===== config.mk =====
export PLATFORM = sky130hd
export DESIGN_NAME = phy_mgmt_register_bank
export DESIGN_NICKNAME = d
export VERILOG_FILES = /design/src/phy_mgmt_pkg.sv /design/src/phy_mgmt_register_bank.sv /design/src/event_counter.sv
export SDC_FILE = /design/constraint.sdc
export NUM_CORES = 1
export LEC_CHECK = 0
export BUFFER_PORTS_ARGS = -buffer_cell sky130_fd_sc_hd__buf_2
export CELL_PAD_IN_SITES_DETAIL_PLACEMENT = 1
export CELL_PAD_IN_SITES_GLOBAL_PLACEMENT = 1
export CORE_ASPECT_RATIO = 1.2
export CORE_MARGIN = 4
export CORE_UTILIZATION = 43
export DETAILED_ROUTE_END_ITERATION = 12
export PLACE_DENSITY_LB_ADDON = 0.1
export SYNTH_ARGS = -nofsm -noshare
export SYNTH_HDL_FRONTEND = slang
export SYNTH_SLANG_ARGS = --single-unit

===== constraint.sdc =====
create_clock -name clk_i -period 3.3 [get_ports clk_i]
set_input_delay 0.165 -clock clk_i [delete_from_list [all_inputs] [get_ports clk_i]]
set_output_delay 0.165 -clock clk_i [all_outputs]
set_load 0.05 [all_outputs]

===== src/phy_mgmt_pkg.sv =====
// Constants and types for the transceiver management register bank
package phy_mgmt_pkg;

    localparam int ADDR_W  = 5;
    localparam int DATA_W  = 16;
    localparam int CNT_W   = 8;
    localparam int STRAP_W = 7;
    localparam int IRQ_W   = 6;

    // ------------------------------------------------------------
    // Register offsets
    // ------------------------------------------------------------
    localparam logic [4:0] BASIC_MODE_CONTROL_OFS       = 5'h00;
    localparam logic [4:0] FALSE_CARRIER_COUNTER_OFS    = 5'h14;
    localparam logic [4:0] RECEIVE_ERROR_COUNTER_OFS    = 5'h15;
    localparam logic [4:0] CODING_SUBLAYER_CONFIG_OFS   = 5'h16;
    localparam logic [4:0] PHY_CONTROL_OFS              = 5'h19;
    localparam logic [4:0] SLOW_LINK_STATUS_CONTROL_OFS = 5'h1a;
    localparam logic [4:0] LINE_TEST_CONTROL_OFS        = 5'h1b;
    localparam logic [4:0] IRQ_STATUS_OFS               = 5'h1c;
    localparam logic [4:0] IRQ_MASK_OFS                 = 5'h1d;
    localparam logic [4:0] LATCHED_STATUS_OFS           = 5'h1e;

    // ------------------------------------------------------------
    // Field positions and masks
    // ------------------------------------------------------------
    localparam int SOFT_RESET_BIT   = 15;
    localparam int LOOPBACK_BIT     = 14;
    localparam int PAUSE_BIT        = 7;
    localparam int SELF_TEST_GO_BIT = 9;
    localparam int SELF_TEST_OK_BIT = 10;
    localparam int POLARITY_BIT     = 4;
    localparam int PCS_FIXED_BIT    = 7;
    localparam logic PCS_FIXED_VALUE = 1'b0;
    localparam logic [15:0] PCS_WR_MASK       = 16'h1f27;
    localparam logic [15:0] PHY_CTRL_WR_MASK  = 16'h0b7f;
    localparam logic [15:0] SLOW_LINK_WR_MASK = 16'h01c3;
    localparam logic [15:0] LINE_TEST_WR_MASK = 16'hff1f;

    // ------------------------------------------------------------
    // Reset values
    // ------------------------------------------------------------
    localparam logic [15:0] PCS_RESET       = 16'h0000;
    localparam logic [15:0] PHY_CTRL_RESET  = 16'h0000;
    localparam logic [15:0] SLOW_LINK_RESET = 16'h0000;
    localparam logic [15:0] LINE_TEST_RESET = 16'h0000;

    // ------------------------------------------------------------
    // Timing
    // ------------------------------------------------------------
    localparam int CLK_PERIOD_NS     = 20;
    localparam int SW_RESET_TIME_NS  = 1000;
    localparam int SW_RESET_CYCLES   =
        (SW_RESET_TIME_NS + CLK_PERIOD_NS - 1) / CLK_PERIOD_NS;

    // Line status from the datapath
    typedef struct packed {
        logic link_up;
        logic jabber;
        logic pause;
        logic polarity;
        logic self_test_done;
        logic self_test_pass;
    } line_status_t;
endpackage


===== src/phy_mgmt_register_bank.sv =====
// Management register bank of a 10/100 transceiver
`timescale 1ns/1ps
`default_nettype none
module phy_mgmt_register_bank
    import phy_mgmt_pkg::*;
(
    // Clock and reset
    input  wire logic               clk_i,
    input  wire logic               rst_i,
    // Management port
    input  wire logic [ADDR_W-1:0]  addr_i,
    input  wire logic [DATA_W-1:0]  wdata_i,
    input  wire logic               wr_i,
    input  wire logic               rd_i,
    output logic      [DATA_W-1:0]  rdata_o,
    // Line events and status
    input  wire logic               false_carrier_i,
    input  wire logic               receive_error_i,
    input  wire line_status_t       status_i,
    // Strap pins
    input  wire logic [STRAP_W-1:0] strap_i,
    // Control outputs
    output logic                    soft_reset_o,
    output logic                    loopback_o,
    output logic      [DATA_W-1:0]  pcs_cfg_o,
    output logic      [DATA_W-1:0]  phy_ctrl_o,
    output logic      [DATA_W-1:0]  slow_link_o,
    output logic      [DATA_W-1:0]  line_test_o,
    // Interrupt
    output logic                    irq_o
);
    localparam int RST_LO = SW_RESET_CYCLES;
    localparam int RST_HI = SW_RESET_CYCLES + 1;

    logic [5:0]         rst_cnt;
    logic               reset_done;
    logic               wr_ok;
    logic               strap_load;
    logic               load_after_rst;
    logic [STRAP_W-1:0] strap_meta;
    logic [STRAP_W-1:0] strap_q;
    logic [DATA_W-1:0]  next_phy_ctrl;
    logic [DATA_W-1:0]  next_rdata;
    logic [1:0]         cnt_event;
    logic [1:0]         cnt_clear;
    logic [CNT_W-1:0]   cnt_value [2];
    logic               lat_link;
    logic               lat_jab;
    logic               link_q;
    logic               jab_q;
    logic [IRQ_W-1:0]   irq_status;
    logic [IRQ_W-1:0]   irq_mask;
    logic [IRQ_W-1:0]   irq_event;
    logic [IRQ_W-1:0]   irq_w1c;
    logic               rd_latch;

    assign wr_ok      = wr_i && !soft_reset_o;
    assign reset_done = soft_reset_o && rst_cnt == 6'h00;
    assign strap_load = load_after_rst || reset_done;
    assign rd_latch   = rd_i && addr_i == LATCHED_STATUS_OFS;

    // ------------------------------------------------------------
    // Strap synchroniser
    // ------------------------------------------------------------
    always_ff @(posedge clk_i) begin
        strap_meta <= strap_i;
        strap_q    <= strap_meta;
    end

    always_ff @(posedge clk_i) begin
        if (rst_i) begin
            load_after_rst <= 1'b1;
        end else begin
            load_after_rst <= 1'b0;
        end
    end

    // ------------------------------------------------------------
    // Software reset sequence
    // ------------------------------------------------------------
    always_ff @(posedge clk_i) begin
        if (rst_i) begin
            soft_reset_o <= 1'b0;
            rst_cnt      <= 6'h00;
        end else if (reset_done) begin
            soft_reset_o <= 1'b0;
        end else if (wr_ok && addr_i == BASIC_MODE_CONTROL_OFS
                     && wdata_i[SOFT_RESET_BIT]) begin
            soft_reset_o <= 1'b1;
            rst_cnt      <= 6'(SW_RESET_CYCLES - 1);
        end else if (soft_reset_o) begin
            rst_cnt <= rst_cnt - 6'h01;
        end
    end

    // ------------------------------------------------------------
    // Plain configuration registers
    // ------------------------------------------------------------
    always_ff @(posedge clk_i) begin
        if (rst_i || reset_done) begin
            loopback_o  <= 1'b0;
            pcs_cfg_o   <= PCS_RESET;
            slow_link_o <= SLOW_LINK_RESET;
            line_test_o <= LINE_TEST_RESET;
        end else if (wr_ok) begin
            case (addr_i)
                BASIC_MODE_CONTROL_OFS: begin
                    loopback_o <= wdata_i[LOOPBACK_BIT];
                end
                CODING_SUBLAYER_CONFIG_OFS: begin
                    pcs_cfg_o <= wdata_i & PCS_WR_MASK;
                end
                SLOW_LINK_STATUS_CONTROL_OFS: begin
                    slow_link_o <= wdata_i & SLOW_LINK_WR_MASK;
                end
                LINE_TEST_CONTROL_OFS: begin
                    line_test_o <= wdata_i & LINE_TEST_WR_MASK;
                end
                default: begin
                end
            endcase
        end
    end

    // ------------------------------------------------------------
    // PHY control register
    // ------------------------------------------------------------
    always_comb begin
        next_phy_ctrl = phy_ctrl_o;
        if (strap_load) begin
            next_phy_ctrl = {9'h000, strap_q};
        end else if (wr_ok && addr_i == PHY_CONTROL_OFS) begin
            next_phy_ctrl = (phy_ctrl_o & ~PHY_CTRL_WR_MASK)
                          | (wdata_i & PHY_CTRL_WR_MASK);
        end
        if (status_i.self_test_done) begin
            next_phy_ctrl[SELF_TEST_GO_BIT] = 1'b0;
            next_phy_ctrl[SELF_TEST_OK_BIT] = status_i.self_test_pass;
        end
        next_phy_ctrl[PAUSE_BIT] = status_i.pause;
    end

    always_ff @(posedge clk_i) begin
        if (rst_i) begin
            phy_ctrl_o <= PHY_CTRL_RESET;
        end else begin
            phy_ctrl_o <= next_phy_ctrl;
        end
    end

    // ------------------------------------------------------------
    // Clear-on-read counters
    // ------------------------------------------------------------
    assign cnt_event = {receive_error_i, false_carrier_i};

    generate
        for (genvar i = 0; i < 2; i++) begin : g_cnt
            localparam logic [4:0] OFS = (i == 0) ? FALSE_CARRIER_COUNTER_OFS
                                                  : RECEIVE_ERROR_COUNTER_OFS;
            assign cnt_clear[i] = (rd_i && addr_i == OFS) || reset_done;
            event_counter #(
                .WIDTH (CNT_W)
            ) u_cnt (
                .clk_i   (clk_i),
                .rst_i   (rst_i),
                .clear_i (cnt_clear[i]),
                .event_i (cnt_event[i]),
                .count_o (cnt_value[i])
            );
        end
    endgenerate

    // ------------------------------------------------------------
    // Latched link and jabber status
    // ------------------------------------------------------------
    always_ff @(posedge clk_i) begin
        if (rst_i) begin
            lat_link <= 1'b1;
        end else if (rd_latch) begin
            lat_link <= status_i.link_up;
        end else if (!status_i.link_up) begin
            lat_link <= 1'b0;
        end
    end

    always_ff @(posedge clk_i) begin
        if (rst_i) begin
            lat_jab <= 1'b0;
        end else if (rd_latch) begin
            lat_jab <= status_i.jabber;
        end else if (status_i.jabber) begin
            lat_jab <= 1'b1;
        end
    end

    // ------------------------------------------------------------
    // Interrupts
    // ------------------------------------------------------------
    always_ff @(posedge clk_i) begin
        if (rst_i) begin
            link_q <= 1'b1;
            jab_q  <= 1'b0;
        end else begin
            link_q <= status_i.link_up;
            jab_q  <= status_i.jabber;
        end
    end

    assign irq_event = {reset_done, status_i.self_test_done,
                        status_i.jabber && !jab_q, link_q && !status_i.link_up,
                        receive_error_i, false_carrier_i};
    assign irq_w1c   = (wr_i && addr_i == IRQ_STATUS_OFS) ? wdata_i[IRQ_W-1:0]
                                                          : '0;

    always_ff @(posedge clk_i) begin
        if (rst_i) begin
            irq_status <= '0;
        end else begin
            irq_status <= (irq_status & ~irq_w1c) | irq_event;
        end
    end

    always_ff @(posedge clk_i) begin
        if (rst_i) begin
            irq_mask <= '0;
        end else if (wr_i && addr_i == IRQ_MASK_OFS) begin
            irq_mask <= wdata_i[IRQ_W-1:0];
        end
    end

    always_ff @(posedge clk_i) begin
        if (rst_i) begin
            irq_o <= 1'b0;
        end else begin
            irq_o <= |(irq_status & irq_mask);
        end
    end

    // ------------------------------------------------------------
    // Read path
    // ------------------------------------------------------------
    always_comb begin
        next_rdata = '0;
        case (addr_i)
            BASIC_MODE_CONTROL_OFS: begin
                next_rdata[SOFT_RESET_BIT] = soft_reset_o;
                next_rdata[LOOPBACK_BIT]   = loopback_o;
            end
            FALSE_CARRIER_COUNTER_OFS: begin
                next_rdata = {8'h00, cnt_value[0]};
            end
            RECEIVE_ERROR_COUNTER_OFS: begin
                next_rdata = {8'h00, cnt_value[1]};
            end
            CODING_SUBLAYER_CONFIG_OFS: begin
                next_rdata = pcs_cfg_o;
                next_rdata[PCS_FIXED_BIT] = PCS_FIXED_VALUE;
            end
            PHY_CONTROL_OFS: begin
                next_rdata = phy_ctrl_o;
            end
            SLOW_LINK_STATUS_CONTROL_OFS: begin
                next_rdata = slow_link_o;
                next_rdata[POLARITY_BIT] = status_i.polarity;
            end
            LINE_TEST_CONTROL_OFS: begin
                next_rdata = line_test_o;
            end
            IRQ_STATUS_OFS: begin
                next_rdata = {10'h000, irq_status};
            end
            IRQ_MASK_OFS: begin
                next_rdata = {10'h000, irq_mask};
            end
            LATCHED_STATUS_OFS: begin
                next_rdata = {14'h0000, lat_jab, lat_link};
            end
            default: begin
                next_rdata = '0;
            end
        endcase
    end

    always_ff @(posedge clk_i) begin
        if (rst_i) begin
            rdata_o <= '0;
        end else if (rd_i) begin
            rdata_o <= next_rdata;
        end else begin
            rdata_o <= '0;
        end
    end
endmodule
`default_nettype wire


===== src/event_counter.sv =====
// Saturating event counter cleared by a read
`timescale 1ns/1ps
`default_nettype none
module event_counter
    import phy_mgmt_pkg::*;
#(
    parameter int WIDTH = CNT_W
)(
    // Clock and reset
    input  wire logic             clk_i,
    input  wire logic             rst_i,
    // Control
    input  wire logic             clear_i,
    input  wire logic             event_i,
    // Count
    output logic      [WIDTH-1:0] count_o
);
    always_ff @(posedge clk_i) begin
        if (rst_i) begin
            count_o <= '0;
        end else if (clear_i) begin
            count_o <= {{(WIDTH-1){1'b0}}, event_i};
        end else if (event_i && count_o != {WIDTH{1'b1}}) begin
            count_o <= count_o + 1'b1;
        end
    end
endmodule
`default_nettype wire


==> metrics, run 1 <==
area enclosed by the die boundary 13000 sq um; category of cells accounting for the largest share of critical-path delay simple AND/OR/NAND/NOR gates; Max Slew Vio Count 0; startpoint of the worst register-to-register path soft_reset_o; part of the power in combinational logic 10.1%; summed instance area of the synthesized netlist 4840 sq um; post-detailed-route via-to-cell ratio 5.61; post-placement cell count 714; R2R cell count 4; clock-pin slew reported for the worst setup and hold paths after clock tree synthesis 0.07 ns; total met2 wirelength after detailed routing 7.52 mm; uppermost routed layer met4; slew at the pin closest to its max-slew limit 1.02 ns; most numerous cell in the Yosys netlist sky130_fd_sc_hd__dfxtp_1; count of TritonRoute iterations in the first routing pass 5; share of cells above drive strength 1 22.2%; vertical extent of the die 124 um; global-route wire length before repair 23.2 mm; clock root buffer sky130_fd_sc_hd__clkbuf_16; Post-synth ARST share 0%; share of the yosys chip area belonging to registers 45.9%; setup violation total in the final timing report 0; adder-cell area share of the yosys netlist 1.03%; data arrival at the endpoint of the critical path 2.23 ns; final hold slack 0.0376 ns; top-area cell type share of the netlist area 45.9%; YS warnings 0; register bit total from synthesis 111; number of placement rows 42; number of top-level pins 123; clk_skew 0.00701 ns; fraction of power spent switching nets 25.2%; Core Region 11000 sq um; post-route antenna net violation count 0; worst hold path cell count 2; status complete, no violations; RR Endpoint pcs_cfg_o[1]; starting utilization of the core area 43.9%; routed length on met1 5.97 mm; largest net degree at the start of global routing 41; sequential cell fraction of total power 49.8%; area fraction in compound gates after synthesis 14.6%; Post-CTS Setup Repair Bufs 0; Synth cell types 63; total vias in the final route 4123; cell taking the most area after synthesis sky130_fd_sc_hd__dfxtp_1; Ant. Diodes 0; crit-path max FO 10; net load switching power 0.709 mW; Worst Path Buf+Inv 0; top area cells in the synthesized netlist sky130_fd_sc_hd__dfxtp_1 46%, sky130_fd_sc_hd__mux2i_1 10%, sky130_fd_sc_hd__nor2_1 5.7%; end-of-flow core utilization 51.4%; cell with the largest stage delay on the worst path sky130_fd_sc_hd__nor3_2; power per standard cell area 495 nW/um^2; initial antenna violation count 0; Worst Setup End Kind register; setup total negative slack 0 ns; setup repair after global routing missed its margin no; multiplexer area fraction after synthesis 10.3%; Max-Slew Margin vs Limit 31.9%; final period demand of the worst path 2.00 ns; clock sink count 111; CTS tree done; max incr delay on CP 0.84 ns; Inserted Clock Buffers 9; main combinational cell family by area after synthesis simple AND/OR/NAND/NOR gates; class of the tightest hold or removal check input port to register; slack of the worst reg-to-reg path 1.30 ns; hold violation count in the final report 0; Mapped Cells 506; RePlAce Congestion 0.833; Simple-Gate Fraction of Synth Area 19.3%; # DRC 0; fraction of synthesized cell area in xor and xnor cells 1.45%; number of port buffers 97; per-instance average area after synthesis 9.57 sq um; H-tree levels 3; largest vdd supply drop 227 uV; half-perimeter wire length of the detailed placement result 10.7 mm; DRT iter0 DRCs 186; final global-route overflow total 0; critical path, cell by cell nand2b_2 > nor3_2 > mux2i_1 > nor2_1; Fmax achieved 499 MHz; share of the clock period used by the worst path 60.7%; worst endpoint required time 3.53 ns; area growth from synthesis to layout 17.2%; number of global-route vias before repair 4225; cell internal power dissipation 2.10 mW; Nets 644; origin of the worst min-delay path status_i[3]; routed wire length on met3 703 um; buffer depth of the longest clock path 2; number of flops mapped to enable cells by yosys 0; cell types with the highest counts after synthesis 111 x sky130_fd_sc_hd__dfxtp_1, 73 x sky130_fd_sc_hd__nor2_1, 50 x sky130_fd_sc_hd__mux2i_1; clock network fraction of design power 40.1%; leading register cell type out of synthesis sky130_fd_sc_hd__dfxtp_1; capture endpoint of the worst hold path phy_ctrl_o[7]; later-pin clock latency in the skew report 0.35 ns; Worst Path Class, Setup register to register; Non-Filler Instances 735; overall track demand over capacity in global routing 22.3%; Leakage Power 2.24 nW; post-detailed-routing wire length 14.4 mm; startpoint class of the critical path register; DIE WIDTH 105 um; average wire length per cell after detail routing 19.6 um; max-cap violation count 0
[through the flow]
step / total power, mW / setup WS (ns) / cell area (sq um)
finish: 2.81 / 1.30 / 5670
global route: 2.91 / 1.14 / 5670
floorplan: 1.64 / 1.52 / 4930
detailed placement: 1.71 / 1.23 / 5300
CTS: 2.83 / 1.27 / 5670
global placement: 1.70 / 1.27 / 5300
[metal layers]
metal,up-vias,GRT usage (%)
met2,108,39.7
met1,2036,27.3
met5,-,0
li1,1965,-
met3,14,4.10
met4,0,6.49
[cells by family (layout without fill, tap and decap cells)]
| family | Yosys count | count (layout) |
|---|---|---|
| XOR/XNOR | 8 | 8 |
| other | 1 | 25 |
| flip-flops | 111 | 111 |
| multiplexers | 50 | 50 |
| AO/OA/AOI/OAI | 102 | 102 |
| AND/OR/NAND/NOR | 172 | 172 |
| buffers and inverters | 58 | 131 |
| adder cells (fa/ha/maj) | 4 | 4 |
[flip-flops by register name (all words and copies together) (netlist names), 7 cells and up]
signal               cells
strap_meta               7
strap_q                  7
phy_ctrl_o              12
line_test_o             13
pcs_cfg_o                9
rdata_o                 16
g_cnt.u_cnt.count_o     16
[area by class of cell]
type,count,area (sq um)
Fill cell,1321,5360
Multi-Input combinational cell,361,2360
Sequential cell,111,2220
Timing Repair Buffer,109,593
Clock buffer,10,229
Tap cell,132,165
Clock inverter,4,72.6
Inverter,8,30.0
[worst max path at each step]
stage / cells past startpoint / startpoint / endpoint
final: 4 / soft_reset_o / pcs_cfg_o[1]
after global routing: 4 / soft_reset_o / pcs_cfg_o[0]
after CTS: 4 / soft_reset_o / pcs_cfg_o[1]
after detailed placement: 5 / addr_i[2] / pcs_cfg_o[1]
after global placement: 5 / addr_i[2] / pcs_cfg_o[1]
after floorplan: 6 / soft_reset_o / line_test_o[10]
[power groups by stage]
stage | clock [mW] | combinational (mW) | sequential (mW)
after CTS | 1.15 | 0.285 | 1.40
after global placement | 0 | 0.271 | 1.43
after detailed placement | 0 | 0.277 | 1.43
after floorplan | 0 | 0.187 | 1.46
final | 1.13 | 0.285 | 1.40
after global routing | 1.20 | 0.307 | 1.40
[placed cells by master (no fill, tap or decap), types with 5 or more instances in the layout]
master,count
sky130_fd_sc_hd__clkbuf_16,9
sky130_fd_sc_hd__dfxtp_1,111
sky130_fd_sc_hd__buf_4,5
sky130_fd_sc_hd__a211oi_1,11
sky130_fd_sc_hd__a21oi_1,26
sky130_fd_sc_hd__nor2_1,73
sky130_fd_sc_hd__conb_1,25
sky130_fd_sc_hd__nand2b_1,6
sky130_fd_sc_hd__buf_2,97
sky130_fd_sc_hd__nor2b_1,9
sky130_fd_sc_hd__and3_1,7
sky130_fd_sc_hd__xnor2_1,6
sky130_fd_sc_hd__nand3_1,10
sky130_fd_sc_hd__a31oi_1,11
sky130_fd_sc_hd__dlygate4sd3_1,7
sky130_fd_sc_hd__nor3_2,5
sky130_fd_sc_hd__nand2_1,18
sky130_fd_sc_hd__a22oi_1,24
sky130_fd_sc_hd__nor3_1,5
sky130_fd_sc_hd__mux2i_1,50
sky130_fd_sc_hd__nand4_1,9
sky130_fd_sc_hd__inv_1,8
[timing repair]
item,4_1_cts,5_1_grt
resized for setup,0,0
hold buffers,7,0
endpoints found under the hold margin,7,0
No activity file was read; power rests on OpenSTA's default activity.
==> run 2: changes to the inputs <==
Settings changed: ABC_AREA set to 1, CORE_UTILIZATION 43 to 34.
Clock period 3.3 ns to 1.7 ns, I/O delays scaled along.
==> metrics, run 2 <==
half-perimeter wire length of the detailed placement result 13.7 mm (was 10.7 mm); largest net degree at the start of global routing 24 (was 41); Core Region 14400 sq um (was 11000 sq um); critical path, cell by cell inv_1 > ha_1 > nand3_2 > nor2_2 > nor2_1 > buf_4 > inv_2 > buf_12 > a21oi_1 (was nand2b_2 > nor3_2 > mux2i_1 > nor2_1); Worst Path Class, Setup register to register (unchanged); Nets 892 (was 644); final hold slack 0.0272 ns (was 0.0376 ns); buffer depth of the longest clock path 2 (unchanged); Multi-input gate area 2340 sq um (was 2360 sq um); post-placement cell area 5750 sq um (was 5300 sq um); post-placement cell count 995 (was 714); Worst Path Buf+Inv 4 (was 0); Inserted Clock Buffers 9 (unchanged); Leakage Power 2.85 nW (was 2.24 nW); data arrival at the endpoint of the critical path 1.86 ns (was 2.23 ns); clock sink count 111 (unchanged); total power 5.48 mW (was 2.81 mW); post-detailed-routing wire length 17.4 mm (was 14.4 mm); crit-path max FO 23 (was 10); setup violation total in the final timing report 0 (unchanged); average wire length per cell after detail routing 16.9 um (was 19.6 um); startpoint class of the critical path register (unchanged); final period demand of the worst path 1.61 ns (was 2.00 ns); Fmax achieved 622 MHz (was 499 MHz); cell types with the highest counts after synthesis 189 x sky130_fd_sc_hd__nand2_1, 111 x sky130_fd_sc_hd__dfxtp_1, 79 x sky130_fd_sc_hd__nand3_1 (was 111 x sky130_fd_sc_hd__dfxtp_1, 73 x sky130_fd_sc_hd__nor2_1, 50 x sky130_fd_sc_hd__mux2i_1); area taken by flip-flops and latches 2230 sq um (was 2220 sq um); DRT iter0 DRCs 203 (was 186); clock root buffer sky130_fd_sc_hd__clkbuf_16 (unchanged); Post-CTS Setup Repair Bufs 0 (unchanged); registers with the most flip-flops g_cnt.u_cnt.count_o (16), rdata_o (16), line_test_o (13) (unchanged); area growth from synthesis to layout 24.0% (was 17.2%); final global-route overflow total 0 (unchanged); area enclosed by the die boundary 16800 sq um (was 13000 sq um); share of cells above drive strength 1 19.8% (was 22.2%); number of top-level pins 123 (unchanged); cell with the largest stage delay on the worst path sky130_fd_sc_hd__dfxtp_1 (was sky130_fd_sc_hd__nor3_2); Mapped Cells 715 (was 506); top area cells in the synthesized netlist sky130_fd_sc_hd__dfxtp_1 44%, sky130_fd_sc_hd__nand2_1 14%, sky130_fd_sc_hd__nand3_1 7.9% (was sky130_fd_sc_hd__dfxtp_1 46%, sky130_fd_sc_hd__mux2i_1 10%, sky130_fd_sc_hd__nor2_1 5.7%); RePlAce Congestion 0.877 (was 0.833); power per standard cell area 879 nW/um^2 (was 495 nW/um^2); overall track demand over capacity in global routing 20.9% (was 22.3%); initial antenna violation count 1 (was 0); DIE WIDTH 119 um (was 105 um); min setup slack post-route 0.0924 ns (was 1.30 ns); adder-cell area share of the yosys netlist 0.996% (was 1.03%); leading register cell type out of synthesis sky130_fd_sc_hd__dfxtp_1 (unchanged); category of cells accounting for the largest share of critical-path delay buffers and inverters (was simple AND/OR/NAND/NOR gates); later-pin clock latency in the skew report 0.37 ns (was 0.35 ns); slack of the worst reg-to-reg path 0.09 ns (was 1.30 ns); main combinational cell family by area after synthesis simple AND/OR/NAND/NOR gates (unchanged); Post-Layout Inst Area 6230 sq um (was 5670 sq um); max incr delay on CP 0.33 ns (was 0.84 ns); number of global-route vias before repair 5355 (was 4225); Fillers 1873 (was 1321); global-route met3 utilization 4.21% (was 4.10%); Ant. Diodes 0 (unchanged); starting utilization of the core area 34.9% (was 43.9%); vertical extent of the die 141 um (was 124 um); register bit total from synthesis 111 (unchanged); post-detailed-route via-to-cell ratio 4.93 (was 5.61); top-area cell type share of the netlist area 44.2% (was 45.9%); cell taking the most area after synthesis sky130_fd_sc_hd__dfxtp_1 (unchanged); multiplexer area fraction after synthesis 0% (was 10.3%); post-route antenna net violation count 0 (unchanged); number of port buffers 97 (unchanged); YS warnings 0 (unchanged); max-cap violation count 0 (unchanged); Non-Filler Instances 1028 (was 735); worst endpoint required time 1.95 ns (was 3.53 ns); total vias in the final route 5067 (was 4123); count of TritonRoute iterations in the first routing pass 4 (was 5); Simple-Gate Fraction of Synth Area 31.2% (was 19.3%); fraction of synthesized cell area in xor and xnor cells 0.523% (was 1.45%); summed instance area of the synthesized netlist 5030 sq um (was 4840 sq um); hold violation count in the final report 0 (unchanged); grt met1 use 23.7% (was 27.3%); per-instance average area after synthesis 7.03 sq um (was 9.57 sq um); share of the yosys chip area belonging to registers 44.2% (was 45.9%); most crowded layer after global routing met2 (unchanged); Worst Setup End Kind register (unchanged); clk_skew 0.00935 ns (was 0.00701 ns); global-route wire length before repair 27.7 mm (was 23.2 mm); CTS tree done (unchanged); clock-pin slew reported for the worst setup and hold paths after clock tree synthesis 0.07 ns (about the same); largest vdd supply drop 542 uV (was 227 uV); # DRC 0 (unchanged); Synth cell types 33 (was 63); most common cell after layout, fill and taps aside sky130_fd_sc_hd__nand2_1 (was sky130_fd_sc_hd__dfxtp_1); most numerous cell in the Yosys netlist sky130_fd_sc_hd__nand2_1 (was sky130_fd_sc_hd__dfxtp_1); share of the clock period used by the worst path 94.6% (was 60.7%); number of flops mapped to enable cells by yosys 0 (unchanged); H-tree levels 3 (unchanged); M2 GR Usage 38.9% (was 39.7%); leading cell types in the layout, fill and taps excluded 188 x sky130_fd_sc_hd__nand2_1, 108 x sky130_fd_sc_hd__dfxtp_1, 97 x sky130_fd_sc_hd__buf_2 (was 111 x sky130_fd_sc_hd__dfxtp_1, 97 x sky130_fd_sc_hd__buf_2, 73 x sky130_fd_sc_hd__nor2_1); status complete, no violations (unchanged); Max Slew Vio Count 0 (unchanged); number of placement rows 48 (was 42); Post-synth ARST share 0% (unchanged); Setup WS pre-CTS 0.0365 ns (was 1.23 ns); class of the tightest hold or removal check input port to register (unchanged); area fraction in compound gates after synthesis 11.5% (was 14.6%)
## run 2: changes by cell type in the layout (fill, tap and decap cells not counted), moves of 21 or more
cell / change
sky130_fd_sc_hd__inv_1: +63
sky130_fd_sc_hd__a21oi_1: +39
sky130_fd_sc_hd__nand2_1: +170
sky130_fd_sc_hd__a22oi_1: -24
sky130_fd_sc_hd__nand3_1: +68
sky130_fd_sc_hd__buf_4: +21
sky130_fd_sc_hd__o21ai_0: +31
sky130_fd_sc_hd__mux2i_1: -50
## run 2: cell families (layout without fill, tap and decap cells)
group / after synthesis / count (layout)
AND/OR/NAND/NOR: 366 / 366
AO/OA/AOI/OAI: 111 / 111
buffers and inverters: 119 / 233
adder cells (fa/ha/maj): 4 / 4
flip-flops: 111 / 111
other: 1 / 25
XOR/XNOR: 3 / 3
## run 2: power by group
part	total, mW	switching (mW)	internal, mW
logic	0.641	0.466	0.175
clock network	2.12	1.06	1.06
registers	2.72	0.0534	2.67
total	5.48	1.58	3.90
## run 2: worst paths after layout
check                     start              end  cells after the start
hold / removal      wdata_i[12]  line_test_o[12]                      3
setup reg to reg     rst_cnt[1]   line_test_o[0]                      9
hold reg to reg   strap_meta[3]       strap_q[3]                      0
setup / recovery     rst_cnt[1]   line_test_o[0]                      9
## run 2: per-stage QoR
step / utilization (%) / TNS (ns)
final: 43.2 / 0
after global routing: 43.2 / -0.0215
after detailed placement: 39.9 / 0
after global placement: 39.9 / 0
after CTS: 43.1 / 0
after floorplan: - / 0
## run 2: what timing repair did
| action | CTS | global route |
|---|---|---|
| hold buffers | 17 | 0 |
| resized for setup | 0 | 8 |
| setup endpoints to repair | 0 | 43 |
| hold endpoints to repair | 21 | 0 |
## run 2: worst reg2reg max path, stage by stage (launching register included)
cell and delay [ns]:
sky130_fd_sc_hd__dfxtp_1 0.33, sky130_fd_sc_hd__inv_1 0.09, sky130_fd_sc_hd__ha_1 0.20, sky130_fd_sc_hd__nand3_2 0.16, sky130_fd_sc_hd__nor2_2 0.18, sky130_fd_sc_hd__nor2_1 0.06
sky130_fd_sc_hd__buf_4 0.16, sky130_fd_sc_hd__inv_2 0.09, sky130_fd_sc_hd__buf_12 0.16, sky130_fd_sc_hd__a21oi_1 0.07
## run 2: metal layers
layer | wire [um] | up-vias
met2 | 9060 | 108
li1 | - | 2517
met5 | 19 | -
met4 | 412 | 2
met1 | 7210 | 2413
met3 | 707 | 27
## run 2: cell type report
type	instances	area share, %
Sequential cell	111	35.7
Multi-Input combinational cell	509	37.6
Clock buffer	10	3.83
Tap cell	175	3.51
Inverter	76	4.60
Clock inverter	6	0.823
Timing Repair Buffer	141	14.0
